$ cat src/rtcc_pkg.sv
// Notes on behaviour
// - Alarm match sets alarm flag until written
// - Control write ANDs written bits into flags
// - Alarm enable gates alarm flag onto interrupt
// - Minute pulses last one sixty-fourth second
// - Periodic timers aligned to seconds counter
// - Half-minute wins; minute alone per minute
// - Any timer trigger sets timer flag
// - Pulse mode: pulse per event, countdown repeats
// - Level mode: interrupt follows flag, countdown halts
// - Select picks 32768 down to 1 Hz
// - Select 111 or gate pin low: output low
// - Stop holds 4096 Hz and below low
// - Divided outputs have 50:50 duty
// - Trim: mode bit7, signed value bits6-0
// - Step 4.34 ppm normal, 4.069 fast
// - Correction moves prescaler, not oscillator
// - Correction enable: pulse per correction applied
// - Normal: every second hour, one per minute
// - Fast: every four minutes, excess in second 59
// - Normal correction only below 64 Hz
// - Fast correction also hits 64 Hz source
package rtcc_pkg;
    // Register offsets
    localparam logic [7:0] ADDR_CTRL1   = 8'h00;
    localparam logic [7:0] ADDR_CTRL2   = 8'h01;
    localparam logic [7:0] ADDR_TRIM    = 8'h02;
    localparam logic [7:0] ADDR_TMODE   = 8'h11;
    // Field positions
    localparam int CTRL1_STOP_BIT  = 5;
    localparam int CTRL1_CIE_BIT   = 2;
    localparam int CTRL2_AIE_BIT   = 7;
    localparam int CTRL2_AF_BIT    = 6;
    localparam int CTRL2_MI_BIT    = 5;
    localparam int CTRL2_HMI_BIT   = 4;
    localparam int CTRL2_TF_BIT    = 3;
    localparam int TMODE_TIE_BIT   = 1;
    localparam int TMODE_TP_BIT    = 0;
    localparam int TRIM_MODE_BIT   = 7;
    // Reset values
    localparam logic [7:0] RST_CTRL1 = 8'h00;
    localparam logic [7:0] RST_CTRL2 = 8'h00;
    localparam logic [7:0] RST_TRIM  = 8'h00;
    // Clock-out select codes
    localparam logic [2:0] COF_32768 = 3'h0;
    localparam logic [2:0] COF_16384 = 3'h1;
    localparam logic [2:0] COF_8192  = 3'h2;
    localparam logic [2:0] COF_4096  = 3'h3;
    localparam logic [2:0] COF_2048  = 3'h4;
    localparam logic [2:0] COF_1024  = 3'h5;
    localparam logic [2:0] COF_1HZ   = 3'h6;
    localparam logic [2:0] COF_OFF   = 3'h7;
    // Timing
    localparam int CLK_HZ        = 200_000_000;
    localparam int XTAL_HZ       = 32768;
    localparam int HALF_XTAL_CYC = CLK_HZ / (2 * XTAL_HZ);
    localparam int PRE_BITS      = 15;
    localparam logic [9:0] IND_NORMAL_TICKS = 10'h200;  // 1/64 s in crystal ticks
    localparam logic [9:0] IND_FAST_TICKS   = 10'h020;  // 1/1024 s in crystal ticks
    // One step: 4.34 ppm of 2 h and 4.069 ppm of 4 min, in crystal ticks
    localparam logic [15:0] STEP_NORMAL = 16'h0400;
    localparam logic [15:0] STEP_FAST   = 16'h0020;
    localparam logic [5:0] SEC_LAST  = 6'h3B;
    localparam logic [5:0] SEC_HALF  = 6'h1E;
    localparam logic [6:0] MIN_LAST  = 7'h77;           // two-hour window
endpackage : rtcc_pkg

$ cat src/rtcc_irq_square_wave_out_trim.sv
`timescale 1ns/100ps
module rtcc_irq_square_wave_out_trim
    import rtcc_pkg::*;
#(
    parameter int HALF_CYC = HALF_XTAL_CYC
) (
    input  wire logic       clk,
    input  wire logic       srst,
    input  wire logic       regWrEn,
    input  wire logic [7:0] regAddr,
    input  wire logic [7:0] regWrData,
    output logic      [7:0] regRdData,
    input  wire logic       alarmMatch,
    input  wire logic       countdownExpire,
    output logic            countdownRepeat,
    output logic            secondTick,
    input  wire logic       squareWaveGatePin,
    output logic            squareWaveOut,
    output logic            irqPinOut,
    output logic            irqPinOe
);
    initial begin
        if (HALF_CYC < 2 || HALF_CYC > 4095) $error("HALF_CYC out of range");
    end

    typedef struct packed {
        logic [11:0]         divCnt;
        logic                oscPh;
        logic [PRE_BITS-1:0] pre;
        logic [5:0]          sec;
        logic [6:0]          min;
        logic                secTick;
        logic                stopBit;
        logic                correction_irq_enable;
        logic                alarm_irq_enable;
        logic                af;
        logic                mi;
        logic                half_minute_irq_enable;
        logic                tf;
        logic [2:0]          cof;
        logic [7:0]          trim;
        logic                tie;
        logic                tiTp;
        logic [6:0]          corrLeft;
        logic                corrReq;
        logic [10:0]         corrPulse;
        logic [9:0]          perPulse;
        logic [7:0]          rdData;
        logic                sqOut;
        logic                irqOe;
        logic                cdRepeat;
    } rtcc_state_type;

    rtcc_state_type st_r;
    rtcc_state_type st_nxt;

    ////////////////////////////////////////////////////////////////////////////
    // Combinational helpers
    logic        oscTick;
    logic        fastMode;
    logic [6:0]  trimMag;
    logic [15:0] preSum;
    logic [15:0] stepSize;
    logic        applyNow;
    logic        burstSlot;
    logic [9:0]  indWidth;
    logic        periodicEv;
    logic        timerReq;
    logic        corrReqLvl;
    logic        irqReq;
    logic        clkSel;

    // Crystal tick from the divider; one system cycle wide
    assign oscTick  = (st_r.divCnt == 12'(HALF_CYC - 1)) && !st_r.oscPh;
    assign fastMode = st_r.trim[TRIM_MODE_BIT];
    assign trimMag  = st_r.trim[6] ? 7'(~st_r.trim[6:0] + 7'h01) : st_r.trim[6:0];
    // Fast step sits low enough to move the 64 Hz stage as well
    assign stepSize = fastMode ? STEP_FAST : STEP_NORMAL;
    assign indWidth = fastMode ? IND_FAST_TICKS : IND_NORMAL_TICKS;
    // Extra pulses in second 59 wait for the previous indication to finish
    assign burstSlot = fastMode && (st_r.sec == SEC_LAST) && (st_r.corrPulse == 11'h000)
                     && (st_r.corrLeft != 7'h00);
    assign applyNow  = oscTick && (st_r.corrReq || burstSlot);

    // Prescaler step: a correction adds or drops one step above the split point
    always_comb begin
        preSum = {1'b0, st_r.pre} + 16'h0001;
        if (applyNow) begin
            preSum = st_r.trim[6] ? preSum - stepSize : preSum + stepSize;
        end
    end

    ////////////////////////////////////////////////////////////////////////////
    // Next-state logic
    always_comb begin
        st_nxt       = st_r;
        st_nxt.secTick = 1'b0;
        periodicEv   = 1'b0;

        // Crystal half-period divider
        if (st_r.divCnt == 12'(HALF_CYC - 1)) begin
            st_nxt.divCnt = 12'h000;
            st_nxt.oscPh  = ~st_r.oscPh;
        end else begin
            st_nxt.divCnt = st_r.divCnt + 12'h001;
        end

        // Prescaler; stop clears the upper stages only
        if (oscTick) begin
            st_nxt.pre = preSum[PRE_BITS-1:0];
            if (st_r.pre[PRE_BITS-1] && !preSum[PRE_BITS-1]) begin
                st_nxt.secTick = 1'b1;
            end
        end
        if (st_r.stopBit) begin
            st_nxt.pre[PRE_BITS-1:2] = '0;
            st_nxt.secTick           = 1'b0;
        end

        // Seconds and two-hour minute window
        if (st_nxt.secTick) begin
            if (st_r.sec == SEC_LAST) begin
                st_nxt.sec = 6'h00;
                st_nxt.min = (st_r.min == MIN_LAST) ? 7'h00 : st_r.min + 7'h01;
            end else begin
                st_nxt.sec = st_r.sec + 6'h01;
            end
        end

        // Correction scheduler, runs on the cycle after the tick
        if (st_r.secTick) begin
            if (!fastMode) begin
                if (st_r.sec == 6'h00) begin
                    // Load at minute 00 of an even hour, then one per minute
                    if (st_r.min == 7'h00) begin
                        st_nxt.corrLeft = trimMag;
                        st_nxt.corrReq  = (trimMag != 7'h00);
                    end else begin
                        st_nxt.corrReq  = (st_r.corrLeft != 7'h00);
                    end
                end
            end else begin
                // Load every fourth minute, one per second
                if (st_r.sec == 6'h00 && st_r.min[1:0] == 2'h0) begin
                    st_nxt.corrLeft = trimMag;
                    st_nxt.corrReq  = (trimMag != 7'h00);
                end else begin
                    st_nxt.corrReq  = (st_r.corrLeft != 7'h00);
                end
            end
        end
        if (applyNow) begin
            st_nxt.corrReq   = 1'b0;
            st_nxt.corrLeft  = st_nxt.corrLeft - 7'h01;
            st_nxt.corrPulse = {indWidth, 1'b0};    // Width high, then width low gap
        end else if (oscTick && st_r.corrPulse != 11'h000) begin
            st_nxt.corrPulse = st_r.corrPulse - 11'h001;
        end

        // Minute and half-minute events from the seconds counter
        if (st_r.secTick) begin
            periodicEv = (st_r.mi && st_r.sec == 6'h00)
                       || (st_r.half_minute_irq_enable && (st_r.sec == 6'h00 || st_r.sec == SEC_HALF));
        end
        if (periodicEv || countdownExpire) begin
            st_nxt.perPulse = IND_NORMAL_TICKS;
        end else if (oscTick && st_r.perPulse != 10'h000) begin
            st_nxt.perPulse = st_r.perPulse - 10'h001;
        end

        // Register writes; flags AND with written bits
        if (regWrEn) begin
            unique case (regAddr)
                ADDR_CTRL1: begin
                    st_nxt.stopBit = regWrData[CTRL1_STOP_BIT];
                    st_nxt.correction_irq_enable     = regWrData[CTRL1_CIE_BIT];
                end
                ADDR_CTRL2: begin
                    st_nxt.alarm_irq_enable = regWrData[CTRL2_AIE_BIT];
                    st_nxt.af  = st_r.af & regWrData[CTRL2_AF_BIT];
                    st_nxt.mi  = regWrData[CTRL2_MI_BIT];
                    st_nxt.half_minute_irq_enable = regWrData[CTRL2_HMI_BIT];
                    st_nxt.tf  = st_r.tf & regWrData[CTRL2_TF_BIT];
                    st_nxt.cof = regWrData[2:0];
                end
                ADDR_TRIM: begin
                    st_nxt.trim = regWrData;
                end
                ADDR_TMODE: begin
                    st_nxt.tie  = regWrData[TMODE_TIE_BIT];
                    st_nxt.tiTp = regWrData[TMODE_TP_BIT];
                end
                default: begin
                end
            endcase
        end

        // Hardware set wins over a clearing write in the same cycle
        if (alarmMatch) begin
            st_nxt.af = 1'b1;
        end
        if (periodicEv || countdownExpire) begin
            st_nxt.tf = 1'b1;
        end

        // Registered read data
        unique case (regAddr)
            ADDR_CTRL1: st_nxt.rdData = {2'h0, st_r.stopBit, 2'h0, st_r.correction_irq_enable, 2'h0};
            ADDR_CTRL2: st_nxt.rdData = {st_r.alarm_irq_enable, st_r.af, st_r.mi, st_r.half_minute_irq_enable, st_r.tf, st_r.cof};
            ADDR_TRIM:  st_nxt.rdData = st_r.trim;
            ADDR_TMODE: st_nxt.rdData = {6'h00, st_r.tie, st_r.tiTp};
            default:    st_nxt.rdData = 8'h00;
        endcase

        // Clock-out mux; prescaler bits give 50:50 duty below 32768 Hz
        unique case (st_r.cof)
            COF_32768: clkSel = st_r.oscPh;
            COF_16384: clkSel = st_r.pre[0];
            COF_8192:  clkSel = st_r.pre[1];
            COF_4096:  clkSel = st_r.pre[2] & ~st_r.stopBit;
            COF_2048:  clkSel = st_r.pre[3] & ~st_r.stopBit;
            COF_1024:  clkSel = st_r.pre[4] & ~st_r.stopBit;
            COF_1HZ:   clkSel = st_r.pre[PRE_BITS-1] & ~st_r.stopBit;
            COF_OFF:   clkSel = 1'b0;
        endcase
        st_nxt.sqOut = clkSel & squareWaveGatePin;

        // Interrupt sources
        timerReq   = st_r.tiTp ? (st_r.perPulse != 10'h000)
                               : (st_r.tf && (st_r.mi || st_r.half_minute_irq_enable || st_r.tie));
        corrReqLvl = st_r.correction_irq_enable && (st_r.corrPulse > {1'b0, indWidth});
        irqReq     = (st_r.alarm_irq_enable && st_r.af) || timerReq || corrReqLvl;
        st_nxt.irqOe    = irqReq;
        st_nxt.cdRepeat = st_r.tiTp;
    end

    ////////////////////////////////////////////////////////////////////////////
    // State register
    always_ff @(posedge clk) begin
        if (srst) begin
            st_r          <= '0;
            st_r.stopBit  <= RST_CTRL1[CTRL1_STOP_BIT];
            st_r.correction_irq_enable      <= RST_CTRL1[CTRL1_CIE_BIT];
            st_r.cof      <= RST_CTRL2[2:0];                // Output enabled at 32768 Hz
            st_r.trim     <= RST_TRIM;
        end else begin
            st_r <= st_nxt;
        end
    end

    ////////////////////////////////////////////////////////////////////////////
    // Outputs straight from state
    assign regRdData       = st_r.rdData;
    assign countdownRepeat = st_r.cdRepeat;
    assign secondTick      = st_r.secTick;
    assign squareWaveOut   = st_r.sqOut;
    assign irqPinOut       = 1'b0 & st_r.irqOe;             // Open drain: only ever pulls low
    assign irqPinOe        = st_r.irqOe;
endmodule : rtcc_irq_square_wave_out_trim

$ cat config.mk
export PLATFORM = sky130hd
export DESIGN_NAME = rtcc_irq_square_wave_out_trim
export DESIGN_NICKNAME = d
export VERILOG_FILES = /design/src/rtcc_pkg.sv /design/src/rtcc_irq_square_wave_out_trim.sv
export SDC_FILE = /design/constraint.sdc
export NUM_CORES = 1
export LEC_CHECK = 0
export BUFFER_PORTS_ARGS = -buffer_cell sky130_fd_sc_hd__buf_4
export CAP_MARGIN = 20
export CORE_AREA = 2 2 118 148
export CTS_CLUSTER_SIZE = 40
export DETAILED_ROUTE_END_ITERATION = 7
export DIE_AREA = 0 0 120 150
export GPL_TIMING_DRIVEN = 0
export PLACE_DENSITY = 0.47
export SETUP_SLACK_MARGIN = 0.1
export SYNTH_ARGS = -nofsm -noshare
export SYNTH_HDL_FRONTEND = slang
export SYNTH_SLANG_ARGS = --single-unit
export TNS_END_PERCENT = 20
$ cat constraint.sdc
create_clock -name clk -period 5 [get_ports clk]
set_clock_uncertainty 0.15 [all_clocks]
set_input_delay 0.25 -clock clk [delete_from_list [all_inputs] [get_ports clk]]
set_output_delay 0.25 -clock clk [all_outputs]
set_load 0.02 [all_outputs]
==> flow_summary.toml, run 1 <==
[route]
via_count = 5195
post_drt_wl_per_cell_um = 15.7
drt_iter0_markers = 304
routed_wl_um = 15500
vias_per_cell = 5.25
ant_nets = 0
drcViolationCount = 0
firstDrtPassIters = 4

[synthesis]
ys.warnings.count = 0
synth-seq-area-share = 0.358
synth-edff-count = 0
syn_inst = 717
synth.distinct_cells = 62
syn_avg_cell_area_um2 = 7.95
ys_ff_latch = 102
async_reset_ff_frac = 0
synth_ff_type = "dfxtp_1"
synth_area_mm2 = 0.00570
synthesis.nets = 764

[hold_path]
hp-class = "input pin to register"

[power_and_ir_drop]
max-vdd-ir-drop_mv = 0.158
powerDensity_mw_per_mm2 = 252
leakagePower_nw = 2.42
total_power_w = 0.00166

[grt]
grt_max_degree = 19
grt_usage = 0.179
antenna_found_initial = 0
grt_pass1_wl_um = 25300
grt_overflow = 0
grt_pass1_vias = 5076

[place]
place_congestion = 0.810
port_buffers = 31
dp_hpwl_um = 11700

[clocking]
clockRootBuffer = "clkbuf_16"
cts_inserted_buffers = 9
htreeDepth = 3
cts_tree = "built"
cts_setup_buffers = 0
insertion_delay_ns = 0.36
cts-resized-gates = 0
clock_path_buffers = 2
clkTransAtPathRegs_ns = 0.07
hold_buffers = 6
clock_sinks = 102

[run]
drv_cap = 0

[floorplan]
coreArea_mm2 = 0.0166
start_util = 0.342
row_count = 53
die_area_mm2 = 0.0180
die_w_um = 120
dieHeight_um = 150
io-pin-count = 35

[critical_path]
cp_slowest_cell = "nor3_1"
crit_required_ns = 5.14
worstPathMaxFanout = 10
crit_top_cell = "ha_1"
cp_top_family = "simple AND/OR/NAND/NOR gates"
crit_type = "register to register"
critPathMaxStageDelay_ns = 0.49
end_kind = "register"
cp.arrival_ns = 4.50
start_kind = "register"
crit_buf_inv = 1
rrSetupSlack_ns = 0.64
path_cells = "ha_1 > nand4_1 > nor3_1 > nand3_1 > xnor2_1 > ha_1 > a21boi_0 > o21ai_0 > a21oi_1 > and3b_1 > mux2i_1 > buf_2 > nor2b_1 > a21boi_1"

[finish]
drive_above_1_share = 0.104
mostFrequentLayoutCell = "dfxtp_1"
final_cell_mix = "dfxtp_1, nor2_1, nand2_1, a21oi_1, nand3_1"
antennaDiodeCount = 0
area_delta_synth_final_pct = 15.8
nNetsFinal = 812

[sta]
finalHoldViolCount = 0
slew_headroom = 0.480
rsz0062_at_grt = "no"
setup_violations = 0
min_period_ns = 4.36
tightest_slew_ns = 0.769
maxSlewViolCount = 0
period_share = 0.872
timing.setup.tns_ns = 0
max_freq_mhz = 229

[run_status]
status = "complete, no violations"
-- cell families after synthesis --
family          after synthesis  share of synthesized area
flops                       102                      0.358
fa+ha+maj                    25                     0.0549
compound gates              146                      0.151
buf+inv                      68                     0.0523
other cells                   1                   0.000658
xor+xnor                     50                     0.0769
simple gates                310                      0.277
mux                          15                     0.0292
-- stage by stage --
stage / hold WS (ns) / worst slack (ns) / instances / cell area (um^2) / utilization
after floorplan: 0.229 / 1.42 / 717 / 5700 / -
after global placement: 0.305 / 0.600 / 968 / 6200 / 0.373
after detailed placement: 0.318 / 0.581 / 968 / 6200 / 0.373
after CTS: 0.00397 / 0.548 / 990 / 6600 / 0.396
after global routing: 0.0231 / 0.178 / 990 / 6600 / 0.396
final: 0.0137 / 0.638 / 990 / 6600 / 0.396
-- layer usage --
layer	vias up	GRT usage	part of all wire	wire length [um]
met5	-	0	0	0
met1	2448	0.203	0.42	6590
li1	2610	-	-	-
met4	0	0.0959	0.039	608
met2	111	0.322	0.49	7650
met3	26	0.0244	0.042	650
-- worst register-to-register path: cells and delay by family (launching register included) --
kind	cells	cell delay, ns
XOR/XNOR	1	0.22
AND/OR/NAND/NOR	5	1.47
adder cells (fa/ha/maj)	2	0.56
AO/OA/AOI/OAI	4	0.73
flip-flops	1	0.42
multiplexers	1	0.42
buffers and inverters	1	0.30
-- sequential cells by signal (all words and copies together), names as in the netlist --
name / flops
secondTick: 1
irqPinOe: 1
fastMode: 1
st_r: 88
st_nxt: 1
squareWaveOut: 1
countdownRepeat: 1
regRdData: 8
-- synth_stat cells, drive strengths merged (19+ instances only) --
cell type / number / area (um^2)
a21oi: 63 / 315
ha: 25 / 313
nand3: 42 / 210
xor2: 29 / 254
dfxtp: 102 / 2040
nand2: 69 / 259
clkbuf: 25 / 93.8
o21ai: 34 / 170
nor3: 19 / 106
inv: 28 / 105
nor2: 88 / 330
xnor2: 21 / 184
-- layout make-up --
type | instances | area [um^2]
tap | 220 | 275
multi-input combinational | 547 | 3360
inverter | 29 | 109
fill | 1723 | 10000
clock inverter | 7 | 105
buffer | 39 | 189
sequential | 102 | 2040
clock buffer | 9 | 225
timing repair buffer | 37 | 293
-- final timing paths --
check / from / endpoint / cells after the start
max: st_r[74] / st_r[70] / 14
min: regWrData[1] / st_r[41] / 3
min reg2reg: st_r[90] / st_r[90] / 1
max reg2reg: st_r[74] / st_r[70] / 14
-- power breakdown --
group | leakage (nW) | total (W) | switching (W) | internal (W)
sequential | 0.823 | 0.000819 | 0.00000397 | 0.000815
clock | 0.158 | 0.000789 | 0.000343 | 0.000446
combinational | 1.44 | 0.0000546 | 0.0000326 | 0.0000220
Note: power is estimated with default switching activity, not from simulation.
==> run 2, diff against run 1 <==
- CORE_AREA: 2 2 118 148 -> 5 5 121 151
- DIE_AREA: 0 0 120 150 -> 0 0 126 156
==> run 2 against run 1 <==
Compared with the run above:
- sequential power barely moved
- power fell by 3.4%
- sequential share of layout area rose by 0.21 points
- flip-flop and latch count did not move
- global-route usage fell by 1.8 points
- maximum frequency fell by 0.43%
- routed wire length rose by 1.1%
- first-iteration DRC count rose by 5.3%
- cell count fell by 0.20%
- critical endpoint unchanged
- largest cell class unchanged
- highest routed layer unchanged
==> flow_summary.toml, run 2 (synthesis gave the netlist of run 1 again) <==
[grt]
grt_overflow = 0
antenna_found_initial = 0
grt_max_degree = 19
grt_pass1_wl_um = 25400
grt_usage = 0.161
grt_pass1_vias = 4985

[finish]
top_register = "st_r"
n_fill_cell = 1728
ff_latch_area_mm2 = 0.00204
largest_reg_flops = 88
area_delta_synth_final_pct = 15.0
multi_input_area_mm2 = 0.00336
antennaDiodeCount = 0
nNetsFinal = 810
mostFrequentLayoutCell = "dfxtp_1"
final_cell_mix = "dfxtp_1, nor2_1, nand2_1, a21oi_1, nand3_1"
drive_above_1_share = 0.104

[route]
firstDrtPassIters = 5
ant_nets = 0
routed_wl_um = 15700
via_count = 5162
drcViolationCount = 0
post_drt_wl_per_cell_um = 15.9
vias_per_cell = 5.22
drt_iter0_markers = 320

[power_and_ir_drop]
leakagePower_nw = 2.40
powerDensity_mw_per_mm2 = 245
total_power_w = 0.00161
max-vdd-ir-drop_mv = 0.160

[place]
dp_hpwl_um = 11900
port_buffers = 31
place_congestion = 0.815

[critical_path]
end_kind = "register"
worstPathMaxFanout = 10
critPathMaxStageDelay_ns = 0.49
crit_top_cell = "ha_1"
crit_required_ns = 5.14
start_kind = "register"
crit_buf_inv = 1
cp_slowest_cell = "nor3_1"
cp.arrival_ns = 4.53
path_cells = "ha_1 > nand4_1 > nor3_1 > nand3_1 > xnor2_1 > ha_1 > a21boi_0 > o21ai_0 > a21oi_1 > and3b_1 > mux2i_1 > buf_2 > nor2b_1 > a21boi_1"
crit_type = "register to register"
cp_top_family = "simple AND/OR/NAND/NOR gates"
rrSetupSlack_ns = 0.62

[clocking]
cts_inserted_buffers = 9
cts_setup_buffers = 0
clkTransAtPathRegs_ns = 0.07
clock_path_buffers = 2
insertion_delay_ns = 0.36
htreeDepth = 3
clock_sinks = 102
cts-resized-gates = 0
hold_buffers = 4
cts_tree = "built"
clockRootBuffer = "clkbuf_16"

[floorplan]
coreArea_mm2 = 0.0167
start_util = 0.341
die_area_mm2 = 0.0197
io-pin-count = 35
row_count = 53
die_w_um = 126
dieHeight_um = 156

[sta]
slew_headroom = 0.473
setup_violations = 0
timing.setup.tns_ns = 0
min_period_ns = 4.38
maxSlewViolCount = 0
finalHoldViolCount = 0
tightest_slew_ns = 0.780
rsz0062_at_grt = "no"
period_share = 0.876
max_freq_mhz = 228

[run_status]
status = "complete, no violations"

[hold_path]
hp-class = "input pin to register"

[run]
drv_cap = 0
run 2: cell count changes in the layout (fill, tap and decap cells not counted), sizes merged:
cell         previous run  this run
dlygate4sd3             6         4
bufinv                  2         1
clkinv                  3         4
run 2: worst paths after layout:
| path | start | end | cells past startpoint |
|---|---|---|---|
| setup reg to reg | st_r[74] | st_r[70] | 14 |
| hold reg to reg | st_r[90] | st_r[90] | 1 |
| setup / recovery | st_r[74] | st_r[70] | 14 |
| hold / removal | regWrData[2] | st_r[58] | 3 |
run 2: metal layers:
metal / track usage / share of wire / routed length (um)
met1: 0.185 / 0.43 / 6810
met2: 0.290 / 0.50 / 7820
met3: 0.0339 / 0.037 / 587
met4: 0.0649 / 0.029 / 453
met5: 0 / 0 / 0
run 2: through the flow:
stage	setup WS, ns	util	hold slack [ns]	instances	area [um^2]
floorplan	1.42	-	0.229	717	5700
finish	0.619	0.392	0.0110	988	6550
global placement	0.596	0.371	0.305	968	6200
CTS	0.552	0.392	0.00243	988	6550
detailed placement	0.605	0.371	0.318	968	6200
global route	0.257	0.392	0.00662	988	6550
run 2: layout make-up:
cell class | count | area share
multi-input cells | 547 | 0.513
well taps | 220 | 0.0420
repair buffers | 35 | 0.0416
clock inverters | 7 | 0.0122
clock buffers | 9 | 0.0344
flip-flops and latches | 102 | 0.312
plain buffers | 39 | 0.0288
inverters | 29 | 0.0166
run 2: worst reg2reg max path, stage by stage, from the launching register on:
cell	delay (ns)
dfxtp_1	0.42
ha_1	0.24
nand4_1	0.25
nor3_1	0.49
nand3_1	0.16
xnor2_1	0.23
ha_1	0.33
a21boi_0	0.15
o21ai_0	0.31
a21oi_1	0.10
and3b_1	0.26
mux2i_1	0.44
buf_2	0.29
nor2b_1	0.29
a21boi_1	0.19
run 2: power by group:
group	internal, W	switching [W]	leakage, nW
Sequential	0.000816	0.00000388	0.823
Clock	0.000395	0.000338	0.148
Combinational	0.0000210	0.0000327	1.43
Total	0.00123	0.000375	2.40
